==> config.mk <==
export PLATFORM = sky130hd
export DESIGN_NAME = parallel_result_output
export DESIGN_NICKNAME = d
export VERILOG_FILES = /design/src/pro_pkg.sv /design/src/parallel_result_output.sv /design/src/pro_pin_sync.sv
export VERILOG_INCLUDE_DIRS = /design/src
export SDC_FILE = /design/constraint.sdc
export NUM_CORES = 1
export LEC_CHECK = 0
export ABC_AREA = 1
export BUFFER_PORTS_ARGS = -buffer_cell sky130_fd_sc_hd__buf_2
export CORE_MARGIN = 2
export CORE_UTILIZATION = 54
export DETAILED_ROUTE_END_ITERATION = 6
export GPL_TIMING_DRIVEN = 0
export HOLD_SLACK_MARGIN = 0.06
export PLACE_DENSITY = 0.75
export SLEW_MARGIN = 20
export SYNTH_ARGS = -nofsm -noshare
export SYNTH_HDL_FRONTEND = slang
export SYNTH_SLANG_ARGS = --single-unit
==> constraint.sdc <==
create_clock -name ref_clk -period 2.7 [get_ports ref_clk]
set_input_delay 0.54 -clock ref_clk [delete_from_list [all_inputs] [get_ports ref_clk]]
set_output_delay 0.54 -clock ref_clk [all_outputs]
set_load 0.01 [all_outputs]
==> src/pro_map.svh <==
// Purpose: Constants for the parallel result output block
// Assumes: 100 MHz ref_clk, 0.1 ms time base for all time settings
// Notes:   Time settings are held in 0.1 ms ticks, timeout included
`ifndef PRO_MAP_SVH
`define PRO_MAP_SVH
`define PRO_CLK_NS        10
`define PRO_TICK_NS       100000
`define PRO_DEF_PERIOD    16'h0064
`define PRO_DEF_DELAY     14'h000a
`define PRO_DEF_ONTIME    14'h0032
`define PRO_DEF_TIMEOUT   21'h0186a0
`define PRO_DEF_FLAGTIME  14'h0032
`define PRO_DEF_SKIP      4'h1
`define PRO_Q_NG          16
`define PRO_Q_AW          2
`define PRO_Q_DEPTH       4
`endif

==> src/pro_pkg.sv <==
// Purpose: Types for the parallel result output block
// Assumes: Nothing beyond the map header
// Notes:   States are one-hot
package pro_pkg;
    typedef enum logic [1:0] {
        PRO_MODE_FREE = 2'h0,
        PRO_MODE_HS   = 2'h1,
        PRO_MODE_SYNC = 2'h2
    } pro_mode_type;
    typedef enum logic [3:0] {
        PRO_ST_IDLE   = 4'h1,
        PRO_ST_WAIT   = 4'h2,
        PRO_ST_SETTLE = 4'h4,
        PRO_ST_STROBE = 4'h8
    } pro_state_type;
endpackage

==> src/parallel_result_output.sv <==
// Purpose: Parallel result output toward an external controller
// Assumes: Results arrive as one-cycle pulses from the measurement side
// Notes:   Settings take effect on cfgLoad; times counted in 0.1 ms ticks
`timescale 1ns/1ps
`include "pro_map.svh"
module parallel_result_output #(
    parameter int unsigned TICK_CYCLES = `PRO_TICK_NS / `PRO_CLK_NS
) (
    input  wire logic             ref_clk,
    input  wire logic             reset_n,
    input  wire logic             trigger_in,
    input  wire logic             receiver_ready_in,
    input  wire logic             settingsEdit,
    input  wire logic             cfgLoad,
    input  wire pro_pkg::pro_mode_type cfgMode,
    input  wire logic             cfgPolarityOk,
    input  wire logic             cfgOneShot,
    input  wire logic [15:0]      cfgPeriod,
    input  wire logic [13:0]      cfgGateDelay,
    input  wire logic [13:0]      cfgGateTime,
    input  wire logic [20:0]      cfgTimeout,
    input  wire logic [3:0]       skipped_trigger_count,
    input  wire logic [13:0]      cfgFlagTime,
    input  wire logic             resultValid,
    input  wire logic             resultNg,
    input  wire logic [15:0]      resultData,
    input  wire logic             errorClear,
    output logic                  measureStart_q,
    output logic [15:0]           result_data_out,
    output logic                  judgeFlag_q,
    output logic                  resultStrobe_q,
    output logic                  timeoutError_q,
    output logic                  triggerState,
    output logic                  readyState
);
    import pro_pkg::*;

    function automatic logic reached(input logic [20:0] cnt,
                                     input logic [20:0] lim);
        reached = (cnt == lim);
    endfunction

    pro_mode_type  mode_q;
    pro_state_type st_q;
    pro_state_type st_d;
    logic        polOk_q;
    logic        oneShot_q;
    logic [15:0] period_q;
    logic [13:0] delay_q;
    logic [13:0] onTime_q;
    logic [20:0] timeout_q;
    logic [3:0]  skip_q;
    logic [13:0] flagTime_q;
    logic [31:0] phasePre_q;
    logic [31:0] perPre_q;
    logic [20:0] phaseCnt_q;
    logic [15:0] perCnt_q;
    logic [13:0] flagCnt_q;
    logic [3:0]  syncCnt_q;
    logic [15:0] data_q;
    logic [16:0] qMem_q [`PRO_Q_DEPTH];
    logic [`PRO_Q_AW:0] wrPtr_q;
    logic [`PRO_Q_AW:0] rdPtr_q;
    logic        trigLvl;
    logic        trigRise;
    logic        readyLvl;

    pro_pin_sync u_trig (
        .ref_clk (ref_clk),
        .reset_n (reset_n),
        .pinIn   (trigger_in),
        .level_q (trigLvl),
        .rise_q  (trigRise)
    );
    pro_pin_sync u_ready (
        .ref_clk (ref_clk),
        .reset_n (reset_n),
        .pinIn   (receiver_ready_in),
        .level_q (readyLvl),
        .rise_q  ()
    );

    // Trigger and ready inputs are ignored while editing, states still visible
    assign triggerState = trigLvl;
    assign readyState   = readyLvl;
    wire trigUse  = trigRise && !settingsEdit;
    wire readyUse = readyLvl && !settingsEdit;

    wire mFree = (mode_q == PRO_MODE_FREE);
    wire mHs   = (mode_q == PRO_MODE_HS);
    wire mSync = (mode_q == PRO_MODE_SYNC);

    wire phaseTick = (phasePre_q == TICK_CYCLES - 1);
    wire perTick   = (perPre_q == TICK_CYCLES - 1);

    // Result queue
    wire qEmpty = (wrPtr_q == rdPtr_q);
    wire qFull  = (wrPtr_q[`PRO_Q_AW] != rdPtr_q[`PRO_Q_AW]) &&
                  (wrPtr_q[`PRO_Q_AW-1:0] == rdPtr_q[`PRO_Q_AW-1:0]);
    wire qWr    = resultValid && !qFull;
    wire [16:0] qHead = qMem_q[rdPtr_q[`PRO_Q_AW-1:0]];

    // Start conditions per mode
    wire periodDone = (perCnt_q >= period_q);
    wire startFree  = mFree && !qEmpty && periodDone;
    wire syncHit    = (syncCnt_q == skip_q);
    wire startSync  = mSync && !qEmpty && trigUse && syncHit;
    wire toHit      = mHs && reached(phaseCnt_q, timeout_q);
    wire settleDone = reached(phaseCnt_q, {7'h00, delay_q});
    wire onDone     = reached(phaseCnt_q, {7'h00, onTime_q});
    wire strobeEnd  = mHs ? (!readyUse || toHit) : onDone;
    wire errSet     = toHit &&
                      (st_q == PRO_ST_WAIT || st_q == PRO_ST_STROBE);
    wire phaseNew   = (st_d != st_q);
    wire load       = (st_q != PRO_ST_SETTLE) && (st_d == PRO_ST_SETTLE);
    wire flagAct    = polOk_q ? !qHead[`PRO_Q_NG] : qHead[`PRO_Q_NG];
    wire flagEnd    = oneShot_q && (flagCnt_q == flagTime_q);
    wire [3:0] skipIn = (skipped_trigger_count == 4'h0) ? 4'h1
                        : skipped_trigger_count;

    always_comb begin
        st_d = st_q;
        unique case (st_q)
            PRO_ST_IDLE: begin
                if (startFree || startSync) begin
                    st_d = PRO_ST_SETTLE;
                end else if (mHs && !qEmpty) begin
                    st_d = PRO_ST_WAIT;
                end
            end
            PRO_ST_WAIT: begin
                if (toHit || !mHs) begin
                    st_d = PRO_ST_IDLE;
                end else if (readyUse) begin
                    st_d = PRO_ST_SETTLE;
                end
            end
            PRO_ST_SETTLE: begin
                if (settleDone) begin
                    st_d = PRO_ST_STROBE;
                end
            end
            PRO_ST_STROBE: begin
                if (strobeEnd) begin
                    st_d = PRO_ST_IDLE;
                end
            end
            default: st_d = PRO_ST_IDLE;
        endcase
    end

    // Configuration with reset defaults
    always_ff @(posedge ref_clk) begin
        if (!reset_n) begin
            mode_q     <= PRO_MODE_FREE;
            polOk_q    <= 1'b0;
            oneShot_q  <= 1'b0;
            period_q   <= `PRO_DEF_PERIOD;
            delay_q    <= `PRO_DEF_DELAY;
            onTime_q   <= `PRO_DEF_ONTIME;
            timeout_q  <= `PRO_DEF_TIMEOUT;
            skip_q     <= `PRO_DEF_SKIP;
            flagTime_q <= `PRO_DEF_FLAGTIME;
        end else if (cfgLoad) begin
            mode_q     <= cfgMode;
            polOk_q    <= cfgPolarityOk;
            oneShot_q  <= cfgOneShot;
            period_q   <= cfgPeriod;
            delay_q    <= cfgGateDelay;
            onTime_q   <= cfgGateTime;
            timeout_q  <= cfgTimeout;
            skip_q     <= skipIn;
            flagTime_q <= cfgFlagTime;
        end
    end

    // Queue storage, one entry per index
    genvar gi;
    generate
        for (gi = 0; gi < `PRO_Q_DEPTH; gi++) begin : g_q
            always_ff @(posedge ref_clk) begin
                if (qWr && wrPtr_q[`PRO_Q_AW-1:0] == gi) begin
                    qMem_q[gi] <= {resultNg, resultData};
                end
            end
        end
    endgenerate

    // Timers and sequencer
    // Prescalers restart at one, so each phase lasts whole ticks
    // Needs TICK_CYCLES of two or more
    always_ff @(posedge ref_clk) begin
        if (!reset_n) begin
            st_q       <= PRO_ST_IDLE;
            wrPtr_q    <= '0;
            rdPtr_q    <= '0;
            phasePre_q <= 32'h0;
            perPre_q   <= 32'h0;
            phaseCnt_q <= 21'h0;
            perCnt_q   <= 16'h0;
            flagCnt_q  <= 14'h0;
            syncCnt_q  <= 4'h0;
        end else begin
            st_q       <= st_d;
            wrPtr_q    <= wrPtr_q + (`PRO_Q_AW+1)'(qWr);
            rdPtr_q    <= rdPtr_q + (`PRO_Q_AW+1)'(load);
            phasePre_q <= phaseNew ? 32'h1
                          : (phaseTick ? 32'h0 : phasePre_q + 32'h1);
            perPre_q   <= load ? 32'h1
                          : (perTick ? 32'h0 : perPre_q + 32'h1);
            if (phaseNew) begin
                phaseCnt_q <= 21'h0;
            end else if (phaseTick) begin
                phaseCnt_q <= phaseCnt_q + 21'h1;
            end
            if (load) begin
                perCnt_q  <= 16'h0;
                flagCnt_q <= 14'h0;
            end else if (perTick) begin
                perCnt_q  <= periodDone ? perCnt_q : perCnt_q + 16'h1;
                flagCnt_q <= flagEnd ? flagCnt_q : flagCnt_q + 14'h1;
            end
            if (load || !mSync) begin
                syncCnt_q <= 4'h0;
            end else if (trigUse && !qEmpty) begin
                syncCnt_q <= syncCnt_q + 4'h1;
            end
        end
    end

    // Output registers
    always_ff @(posedge ref_clk) begin
        if (!reset_n) begin
            measureStart_q <= 1'b0;
            data_q         <= 16'h0;
            judgeFlag_q    <= 1'b0;
            resultStrobe_q <= 1'b0;
            timeoutError_q <= 1'b0;
        end else begin
            measureStart_q <= trigUse;
            data_q         <= load ? (flagAct ? qHead[15:0] : 16'h0)
                              : data_q;
            judgeFlag_q    <= load ? flagAct
                              : (flagEnd ? 1'b0 : judgeFlag_q);
            resultStrobe_q <= (st_d == PRO_ST_STROBE);
            timeoutError_q <= errSet || (timeoutError_q && !errorClear);
        end
    end
    assign result_data_out = data_q;
endmodule

==> src/pro_pin_sync.sv <==
// Purpose: Three-stage pin synchroniser with agreement filter
// Assumes: Pin is asynchronous to ref_clk
// Notes:   Level changes once stages two and three agree
`timescale 1ns/1ps
module pro_pin_sync (
    input  wire logic ref_clk,
    input  wire logic reset_n,
    input  wire logic pinIn,
    output logic      level_q,
    output logic      rise_q
);
    logic s1_q;
    logic s2_q;
    logic s3_q;
    wire  agree = (s2_q == s3_q);

    always_ff @(posedge ref_clk) begin
        if (!reset_n) begin
            s1_q    <= 1'b0;
            s2_q    <= 1'b0;
            s3_q    <= 1'b0;
            level_q <= 1'b0;
            rise_q  <= 1'b0;
        end else begin
            s1_q    <= pinIn;
            s2_q    <= s1_q;
            s3_q    <= s2_q;
            level_q <= agree ? s3_q : level_q;
            rise_q  <= agree && s3_q && !level_q;
        end
    end
endmodule

-- Yosys cells after proc, flatten, opt, wreduce, memory -nomap -nowiden
Memories as Yosys holds them, arrays and structs flattened. A register that Yosys moved wholly into a read port is not among the register bits.
Index checks and enable logic that the tools add are counted.
- memories kept: 1
- output and inout port bits: 22
- bits of input ports: 112
- memory bits (writable): 68
- register bits: 245
- bitwise gates (word level): 3
- magnitude comparators: 1
- reductions and logical operators: 51
- equal/unequal tests: 25
- add/sub/neg operators: 8
- multiplexer cells: 35
- memories (name ; depth ; width ; rd ports ; clocked after memory_dff ; wr ports ; line ; source):
    qMem_q ; 4 ; 17 ; 1 ; 1 ; 1 ; parallel_result_output.sv:61 ; logic [16:0] qMem_q [`PRO_Q_DEPTH];
- operators by type and width (operator ; count):
    adder 32 x 1 -> 32 bit (second input constant) ; 2
    equality test 32 x 14 -> 1 bit (second input constant) ; 2
    two-way mux 17 bit ; 3
    OR reduction 17 bit ; 3
    equality test 21 x 14 -> 1 bit ; 2
    two-way mux 4 bit ; 7
    logical AND 1 bit ; 22
    adder 21 x 1 -> 21 bit (second input constant) ; 1
    equality test 21 bit ; 1
    two-way mux 1 bit ; 19
    adder 16 x 1 -> 16 bit (second input constant) ; 1
    >= comparator 16 bit ; 1
    two-way mux 16 bit ; 1
    one-hot mux 4 bit (4 select lines) ; 1
    adder 14 x 1 -> 14 bit (second input constant) ; 1
    equality test 14 bit ; 1
    logical NOT 1 bit ; 9
    equality test 4 x 3 -> 1 bit (second input constant) ; 2
    equality test 4 bit (second input constant) ; 2
    two-way mux 2 bit ; 4
    adder 3 x 1 -> 3 bit ; 2
    equality test 2 bit (second input constant) ; 3
    logical OR 1 bit ; 6
    OR reduction 2 bit ; 3
    other kinds (17) ; 24

-- Logic depth before layout (Yosys ltp)
Gate-level depths: netlist of run 1.
- word-level depth: 12
- depth in mapped cells: 20

-- Cells and area by module
Synthesis of run 1 repeated with hierarchy kept, for this count alone.
- cells, all modules: 1936
- area total of the unflattened synthesis: 14934.3 um2
- modules (own cells, without submodules) (module ; cells each ; seq. area each (um2) ; instances ; area an instance (um2)):
    parallel_result_output ; 1898 ; 6766.5 ; 1 ; 14611.5
    pro_pin_sync ; 19 ; 100.1 ; 2 ; 161.4

-- Worst setup path after synthesis of run 1
No wires, ideal clock.
- path kind: register -> register
- start point: register rdPtr_q[0]
- end point: memory qMem_q[2][0], enable pin
- stages on the path, launching flop included: 7
- period minus slack after synthesis: 2.549 ns
- required time: 2.287 ns
- path slack: 0.151 ns
- setup time: 0.413 ns
- path buffers: 1
- arrival time: 2.137 ns
- path through: dfxtp_1 -> buf_2 -> xnor2_1 -> and2_1 -> inv_1 -> o21ai_0 -> nor3_1
- cells in the longest elaborated chain, start to end: 11
- elaborated cells between the ends (all ways): 25
- classes of those cells: 1 x eq/ne; 14 x mux; 10 x reduce/logical
- RTL lines (element ; line ; source):
    start, declared ; parallel_result_output.sv:63 ; logic [`PRO_Q_AW:0] rdPtr_q;
    start signal, assigned ; parallel_result_output.sv:206 ; rdPtr_q <= rdPtr_q + (`PRO_Q_AW+1)'(load);
    equality test 2 bit (*) ; parallel_result_output.sv:99 ; (wrPtr_q[`PRO_Q_AW-1:0] == rdPtr_q[`PRO_Q_AW-1:0]);
    logical AND 1 bit (*) ; parallel_result_output.sv:98 ; wire qFull = (wrPtr_q[`PRO_Q_AW] != rdPtr_q[`PRO_Q_AW]) &&
    logical NOT 1 bit (*) ; parallel_result_output.sv:100 ; wire qWr = resultValid && !qFull;
    logical AND 1 bit (*) ; parallel_result_output.sv:100 ;
    logical AND 1 bit ; parallel_result_output.sv:182 ; if (qWr && wrPtr_q[`PRO_Q_AW-1:0] == gi) begin
    two-way mux 1 bit ; parallel_result_output.sv:182 ;
    two-way mux 1 bit (not written as such) ; parallel_result_output.sv:183 ; qMem_q[gi] <= {resultNg, resultData};
    OR reduction 17 bit (no line) ; -- ;
    two-way mux 2 bit (no line) or two-way mux 1 bit (tied branches) (3 in a row) ; -- ;
    end, declared ; parallel_result_output.sv:61 ;
Mark *: on every way between the ends. The rest lies on a longest branch, timed or not.

-- Worst setup path after layout of run 1
- start point: register phaseCnt_q[11]
- end point: register data_q[10], in the netlist result_data_out[10]
- cells in the longest elaborated chain, start to end: 8
- elaborated cells between the ends (all ways): 13
- classes of those cells: 4 x eq/ne; 5 x mux; 4 x reduce/logical
- RTL lines (element ; line ; source):
    start, declared ; parallel_result_output.sv:56 ; logic [20:0] phaseCnt_q;
    start signal, assigned ; parallel_result_output.sv:214 ; phaseCnt_q <= phaseCnt_q + 21'h1;
    equality test 21 bit ; parallel_result_output.sv:40 ; reached = (cnt == lim);
    logical AND 1 bit ; parallel_result_output.sv:108 ; wire toHit = mHs && reached(phaseCnt_q, timeout_q);
    logical OR 1 bit ; parallel_result_output.sv:111 ; wire strobeEnd = mHs ? (!readyUse || toHit) : onDone;
    two-way mux 1 bit ; parallel_result_output.sv:111 ;
    two-way mux 4 bit ; parallel_result_output.sv:144 ; if (strobeEnd) begin
    one-hot mux 4 bit (4 select lines) (*) ; parallel_result_output.sv:123 ; unique case (st_q)
    equality test 4 x 3 -> 1 bit (*) ; parallel_result_output.sv:115 ; wire load = (st_q != PRO_ST_SETTLE) && (st_d == PRO_ST_SETTLE);
    logical AND 1 bit (*) ; parallel_result_output.sv:115 ;
    end signal, assigned ; parallel_result_output.sv:241 ; data_q <= load ? (flagAct ? qHead[15:0] : 16'h0)
    end, declared ; parallel_result_output.sv:60 ; logic [15:0] data_q;
Marked as above.
A chain may end at the register's enable or synchronous reset.

==> flow_summary_export.csv, run 1 <==
group,metric,value,unit
grt,grt_max_degree,15,
synth,synthMuxAreaShare,0,%
sta,fmax,394,MHz
route,drtPass1Iterations,7,
floorplan,initial_core_util,54.9,%
route,drtIter0Drc,1020,
sta,finalCriticalPeriod,2.54,ns
cells_and_area,final_nets,2230,
pwr,leakagePower,7.04,nW
synth,netlist_instances,1910,
floorplan,core-area,27000,sq um
synth,synth_nets,2049,
synth,netlist_area,14800,sq um
setup_path,r2r_cells,17,
pwr,p_total,10.4,mW
hold_path,whs_path_depth,2,
route,drt-total-wl,38600,microns
sta,whs,0.205,ns
synth,synth.avg_cell_area,7.74,sq um
flow_run,maxCapViolCount,0,
setup_path,start_kind,"register",
floorplan,ios,134,
setup_path,crit_fanout,10,
setup_path,cp.arrival,2.97,ns
placement,dp_hpwl,28500,microns
grt,grt_overflow_total,0,
sta,maxSlewViolCount,0,
sta,tightest_slew,0.820,ns
cells_and_area,mostFrequentLayoutCells,"nand2_1, nor2_1, dfxtp_1",
route,viasPerCell,5.32,
setup_path,cp_data_required_time,3.12,ns
synth,synthArstFlopShare,0,%
synth,synth_xor_area_share,6.57,%
clock_network,cts_tree,"built",
floorplan,dieArea,28700,sq um
pwr,ir_drop,644,uV
placement,io_buffers,132,
synth,synth_warnings,0,
setup_path,criticalPathCategory,"reg -> reg",
cells_and_area,area_delta_synth_final,16.4,%
synth,synthAdderAreaFrac,2.28,%
grt,grt_use_total,26.6,%
synth,synth-simple-area-share,26.3,%
status,status,"finished, final reports clean",
clock_network,clk_pin_slew,0.06,ns
route,drcViolationCount,0,
clock_network,cts-root-buf,"clkbuf_16",
grt,grt_antenna_before_repair,7,
synth,ys_seq_area_share,47.0,%
synth,synth.distinct_cells,48,
floorplan,die_w,170,microns
sta,tns,0,ns
synth,synth-edff-count,68,
cells_and_area,drive_gt1_share,14.6,%
floorplan,die_h,170,microns
synth,ys.flop_type,"dfxtp_1",
cells_and_area,stdcell_area,17200,sq um
pwr,powerDensity,602,nW/um^2
cells_and_area,final_common_cell,"nand2_1",
cells_and_area,post-route-util,63.9,%
sta,fin_crit_sh,94.1,%
route,ant_nets,0,
clock_network,htree_levels,2,
clock_network,clkSinkCount,313,
grt,grt_pass1_wl,60800,microns
sta,slew_headroom,44.9,%
synth,synth_seq_cells,313,
synth,synth_top_family_by_area,"simple AND/OR/NAND/NOR gates",
clock_network,cts-buffers-inserted,34,
sta,finalClockSkew,0.0195,ns
route,wire_per_inst,15.7,microns
route,vias,13100,
sta,hold_viol_final,0,
synth,synth_compound_area_share,9.87,%
floorplan,row_count,60,
sta,setup-violations-final,0,
hold_path,hold_class,"in -> reg",
placement,gp_congestion,0.977,
grt,grt_pass1_vias,12300,
placement,place_area,16000,sq um
clock_network,clock_latency,0.53,ns
clock_network,ctsHoldBuffers,0,
setup_path,endpoint_kind,"register",
clock_network,clockBufferDepth,3,
synth_stat cells (3+ instances only):
| master | n | area, sq um |
|---|---|---|
| nor3_2 | 4 | 40.0 |
| nand2_1 | 389 | 1460 |
| nand4_1 | 39 | 244 |
| buf_4 | 3 | 22.5 |
| edfxtp_1 | 68 | 2040 |
| and3_1 | 4 | 25.0 |
| nor3b_1 | 4 | 30.0 |
| a21oi_1 | 113 | 566 |
| buf_2 | 10 | 50.1 |
| or2_2 | 7 | 43.8 |
| nor4_1 | 30 | 188 |
| buf_6 | 4 | 45.0 |
| ha_1 | 27 | 338 |
| clkbuf_1 | 42 | 158 |
| nand3b_1 | 4 | 30.0 |
| nor2_1 | 248 | 931 |
| o21ai_0 | 131 | 656 |
| dfxtp_1 | 245 | 4900 |
| xnor2_1 | 33 | 289 |
| nor3_1 | 45 | 225 |
| nand3_1 | 60 | 300 |
| or2_0 | 3 | 18.8 |
| a32o_1 | 15 | 150 |
| inv_1 | 225 | 845 |
| inv_2 | 11 | 41.3 |
| nor2_2 | 38 | 238 |
| xor2_1 | 78 | 683 |
| nand2_2 | 4 | 25.0 |
worst paths after layout:
path	startpoint	endpoint	slack, ns
worst max-delay path	phaseCnt_q[11]	result_data_out[10]	0.16
worst min register to register	u_trig.s1_q	u_trig.s2_q	0.42
worst min-delay path	settingsEdit	measureStart_q	0.21
worst max register to register	phaseCnt_q[11]	result_data_out[10]	0.16
power by group:
group          total [mW]  switching, mW  leakage (nW)  internal [mW]
Combinational       0.770          0.481          3.87          0.289
Clock                4.58           1.86         0.535           2.72
Sequential           5.02         0.0812          2.63           4.94
Total                10.4           2.42          7.04           7.95
layer usage:
metal,part of all wire (%),vias up,wire [microns],GRT usage (%)
li1,-,6556,-,-
met3,6.8,77,2620,5.67
met4,2.9,4,1120,8.18
met2,47,403,18100,45.3
met1,43,6041,16800,33.9
met5,0.067,-,26,0
state kept, by name, indices dropped and copies added, names as in the netlist, 2 cells and up:
| name | flops |
|---|---|
| rdPtr_q | 3 |
| flagCnt_q | 14 |
| st_q | 4 |
| flagTime_q | 14 |
| onTime_q | 14 |
| perPre_q | 32 |
| skip_q | 4 |
| perCnt_q | 16 |
| timeout_q | 21 |
| mode_q | 2 |
| result_data_out | 16 |
| period_q | 16 |
| wrPtr_q | 3 |
| qMem_q | 68 |
| phasePre_q | 32 |
| syncCnt_q | 4 |
| phaseCnt_q | 21 |
| delay_q | 14 |
logic make-up after synthesis:
| logic type | count (synthesis) |
|---|---|
| AO/OA/AOI/OAI | 270 |
| XOR/XNOR | 111 |
| adder cells (fa/ha/maj) | 27 |
| buffers and inverters | 300 |
| flip-flops | 313 |
| AND/OR/NAND/NOR | 889 |
stage by stage:
stage               std cells  worst slack (ns)
global placement         2383            -0.880
finish                   2461             0.159
global route             2457           -0.0193
floorplan                1910             0.151
detailed placement       2391           -0.0949
CTS                      2453            0.0204
layout make-up:
class                           instances  area (sq um)
Clock inverter                         10           119
Clock buffer                           50           981
Sequential cell                       313          6960
Timing Repair Buffer                  145           766
Multi-Input combinational cell       1297          6760
Tap cell                              341           427
Buffer                                 62           307
Fill cell                            2300          9730
Antenna cell                            5          12.5
Inverter                              238           893
worst max-delay path, cell delays in order, from the launching register on:
cell,delay [ns]
dfxtp_1,0.51
inv_2,0.13
nand2_1,0.08
nand2_1,0.05
nor2_1,0.10
nand2_1,0.07
nor2_1,0.12
nand3_2,0.15
nand2_1,0.13
inv_2,0.05
nand2_2,0.05
a21boi_4,0.25
nand2_1,0.14
inv_2,0.09
buf_6,0.17
buf_6,0.19
nand2_1,0.06
o21ai_0,0.08
repair_timing:
item,CTS,global route
pin swaps,1,5
buffers inserted,2,3
hold endpoints to repair,0,0
setup endpoints to repair,11,123
resized for setup,4,31
Power figures use the tool's default switching activity.
==> run 2, diff against run 1 <==
Settings changed: ABC_AREA 1 to unset, CORE_UTILIZATION 54 to 53.
==> flow_summary_export.csv, run 2 <==
group,metric,value,unit
synth,ys.flop_type,"dfxtp_1",
cells_and_area,final_nets,1655,
pwr,seqPwrFrac,47.4,%
grt,grt_max_degree,18,
hold_path,holdPathEnd,"qMem_q[3][1]",
hold_path,hold_class,"in -> reg",
synth,synthAdderAreaFrac,2.46,%
cells_and_area,reg_top3,"qMem_q (68), perPre_q (32), phasePre_q (32)",
sta,tightest_slew,1.05,ns
synth,synth.distinct_cells,61,
clock_network,cts-buffers-inserted,34,
clock_network,clk_pin_slew,0.06,ns
hold_path,hold_start,"resultData[1]",
grt,grt_overflow_total,0,
floorplan,initial_core_util,54.1,%
clock_network,clockBufferDepth,3,
clock_network,cts_tree,"built",
synth,synth.avg_cell_area,10.4,sq um
synth,synth_xor_area_share,11.0,%
placement,dp_hpwl,22600,microns
sta,worst_slack,-0.166,ns
sta,slew_headroom,30.3,%
sta,setup-violations-final,125,
grt,grt_use_total,23.9,%
cells_and_area,nFillCells,1804,
placement,io_buffers,131,
route,vias,10500,
status,violations,"setup timing",
setup_path,rr_startpoint,"period_q[15]",
floorplan,core-area,25300,sq um
clock_network,clock_latency,0.52,ns
grt,grt_pass1_vias,9866,
pwr,p_comb_share,7.3,%
pwr,p_sw_share,22.3,%
cells_and_area,post-route-util,67.6,%
sta,hold_viol_final,0,
status,status,"complete, but fails checks",
synth,synth_seq_cells,313,
cells_and_area,area_delta_synth_final,24.9,%
sta,fin_crit_sh,106,%
synth,synth_compound_area_share,4.09,%
cells_and_area,mostFrequentLayoutCells,"dfxtp_1, nor2_1, buf_2",
grt,top_usage_layer,"met2",
cells_and_area,stdcell_area,17100,sq um
pwr,powerDensity,619,nW/um^2
synth,yosys.area.top_type,"dfxtp_1",
synth,synth-simple-area-share,18.9,%
setup_path,start_kind,"register",
synth,synth_nets,1462,
floorplan,die_w,165,microns
pwr,power_frac_clock,45.4,%
synth,synth_common_cells,"dfxtp_1, nor2_1, xnor2_1, mux2i_1, xor2_1",
sta,finalClockSkew,0.0197,ns
synth,synthArstFlopShare,0,%
grt,grt_pass1_wl,51000,microns
grt,grt_antenna_before_repair,0,
route,drtPass1Iterations,5,
sta,rsz0062_at_grt,"true",
clock_network,ctsHoldBuffers,0,
setup_path,criticalPathCategory,"reg -> reg",
flow_run,maxCapViolCount,0,
synth,synth_top_family_by_area,"simple AND/OR/NAND/NOR gates",
synth,synthMuxAreaShare,9.33,%
route,drcViolationCount,0,
setup_path,cp_data_required_time,3.08,ns
synth,synth-edff-count,68,
route,wire_per_inst,18.5,microns
sta,maxSlewViolCount,0,
setup_path,r2r-end,"phasePre_q[0]",
synth,synthTopCellsByArea,"dfxtp_1, edfxtp_1, mux2i_1",
floorplan,dieArea,27200,sq um
sta,finalCriticalPeriod,2.87,ns
floorplan,die_h,165,microns
cells_and_area,diodes,0,
grt,met3_usage,3.87,%
pwr,leakagePower,6.63,nW
setup_path,endpoint_kind,"register",
sta,fmax,349,MHz
synth,netlist_area,13700,sq um
pwr,intPower,8.24,mW
placement,place_area,14800,sq um
synth,ys_seq_area_share,50.7,%
clock_network,cts-root-buf,"clkbuf_16",
floorplan,ios,134,
synth,netlist_instances,1323,
setup_path,r2r_slack,-0.17,ns
hold_path,whs_path_depth,1,
synth,synth_warnings,0,
cells_and_area,largest_reg_flops,68,
cells_and_area,drive_gt1_share,24.1,%
route,viasPerCell,5.60,
clock_network,htree_levels,2,
pwr,power.switching,2.36,mW
setup_path,r2r_cells,9,
placement,gp_congestion,0.889,
setup_path,crit_fanout,5,
cells_and_area,top_register,"qMem_q",
setup_path,cp.arrival,3.25,ns
clock_network,clkSinkCount,313,
route,ant_nets,0,
cells_and_area,final_common_cell,"dfxtp_1",
synth,synth.top_cell.area_share,35.8,%
grt,met1_usage,31.4,%
sta,whs,0.239,ns
route,drtIter0Drc,877,
route,drt-total-wl,34600,microns
floorplan,row_count,58,
grt,grt.met2_usage,40.7,%
synth,post-synth-top-count-cell,"dfxtp_1",
pwr,ir_drop,658,uV
==> run 2: area by class of cell <==
type | instances | area (sq um) | share of cell area [%]
buffer | 62 | 392 | 2.29
clock inverter | 10 | 173 | 1.01
inverter | 49 | 184 | 1.07
sequential | 313 | 6970 | 40.7
multi-input combinational | 895 | 6920 | 40.4
timing repair buffer | 161 | 1070 | 6.28
tap | 330 | 413 | 2.41
clock buffer | 51 | 995 | 5.81
==> run 2: cell families after synthesis <==
logic type / count (synthesis)
AO/OA/AOI/OAI: 82
XOR/XNOR: 172
AND/OR/NAND/NOR: 506
adder cells (fa/ha/maj): 27
flip-flops: 313
buffers and inverters: 117
multiplexers: 106
==> run 2: power by group through the flow <==
| stage | clock [mW] | combinational [mW] | sequential [mW] |
|---|---|---|---|
| after floorplan | 0 | 0.393 | 5.09 |
| after global placement | 0 | 0.592 | 5.11 |
| after detailed placement | 0 | 0.616 | 5.11 |
| after CTS | 4.86 | 0.675 | 5.01 |
| after global routing | 5.07 | 0.832 | 5.03 |
| final | 4.81 | 0.769 | 5.02 |
==> run 2: worst max-delay path by stage <==
stage | from | endpoint | slack, ns | cells past startpoint
after floorplan | period_q[14] | phasePre_q[0] | 0.01 | 9
after global placement | rdPtr_q[0] | qMem_q[0][6] | -0.85 | 6
after detailed placement | perCnt_q[0] | phaseCnt_q[18] | -0.35 | 10
after CTS | period_q[12] | phasePre_q[0] | -0.18 | 9
after global routing | period_q[11] | phasePre_q[0] | -0.21 | 9
final | period_q[15] | phasePre_q[0] | -0.17 | 9
==> run 2: through the flow <==
stage	total power, mW	TNS [ns]	cells	setup slack (ns)
3_5_place_dp	5.73	-33.47	1787	-0.347
6_report	10.6	-9.11	1871	-0.166
3_3_place_gp	5.70	-51.53	1784	-0.851
2_1_floorplan	5.48	0	1323	0.0150
5_1_grt	10.9	-15.38	1871	-0.211
4_1_cts	10.6	-7.47	1858	-0.176
==> run 2: worst max-delay path, stage by stage (launching register included) <==
cell,delay (ns)
dfxtp_2,0.33
inv_2,0.04
ha_4,0.26
and4_4,0.25
o211ai_1,0.11
o32a_4,0.43
a2111o_1,0.44
nand3_4,0.13
mux2_4,0.36
o41a_1,0.37
==> run 2: layer usage <==
metal	routed length, microns	up-vias	share of wire, %
met5	0	-	0
met4	874	0	2.5
met3	1890	70	5.5
met2	17100	309	49
met1	14700	5051	43
li1	-	5045	-
==> run 2: repair_timing <==
action / in CTS / in global routing
setup endpoints to repair: 130 / 163
buffers inserted: 10 / 11
resized for setup: 79 / 85
gates cloned: 4 / 6
pin swaps: 24 / 26
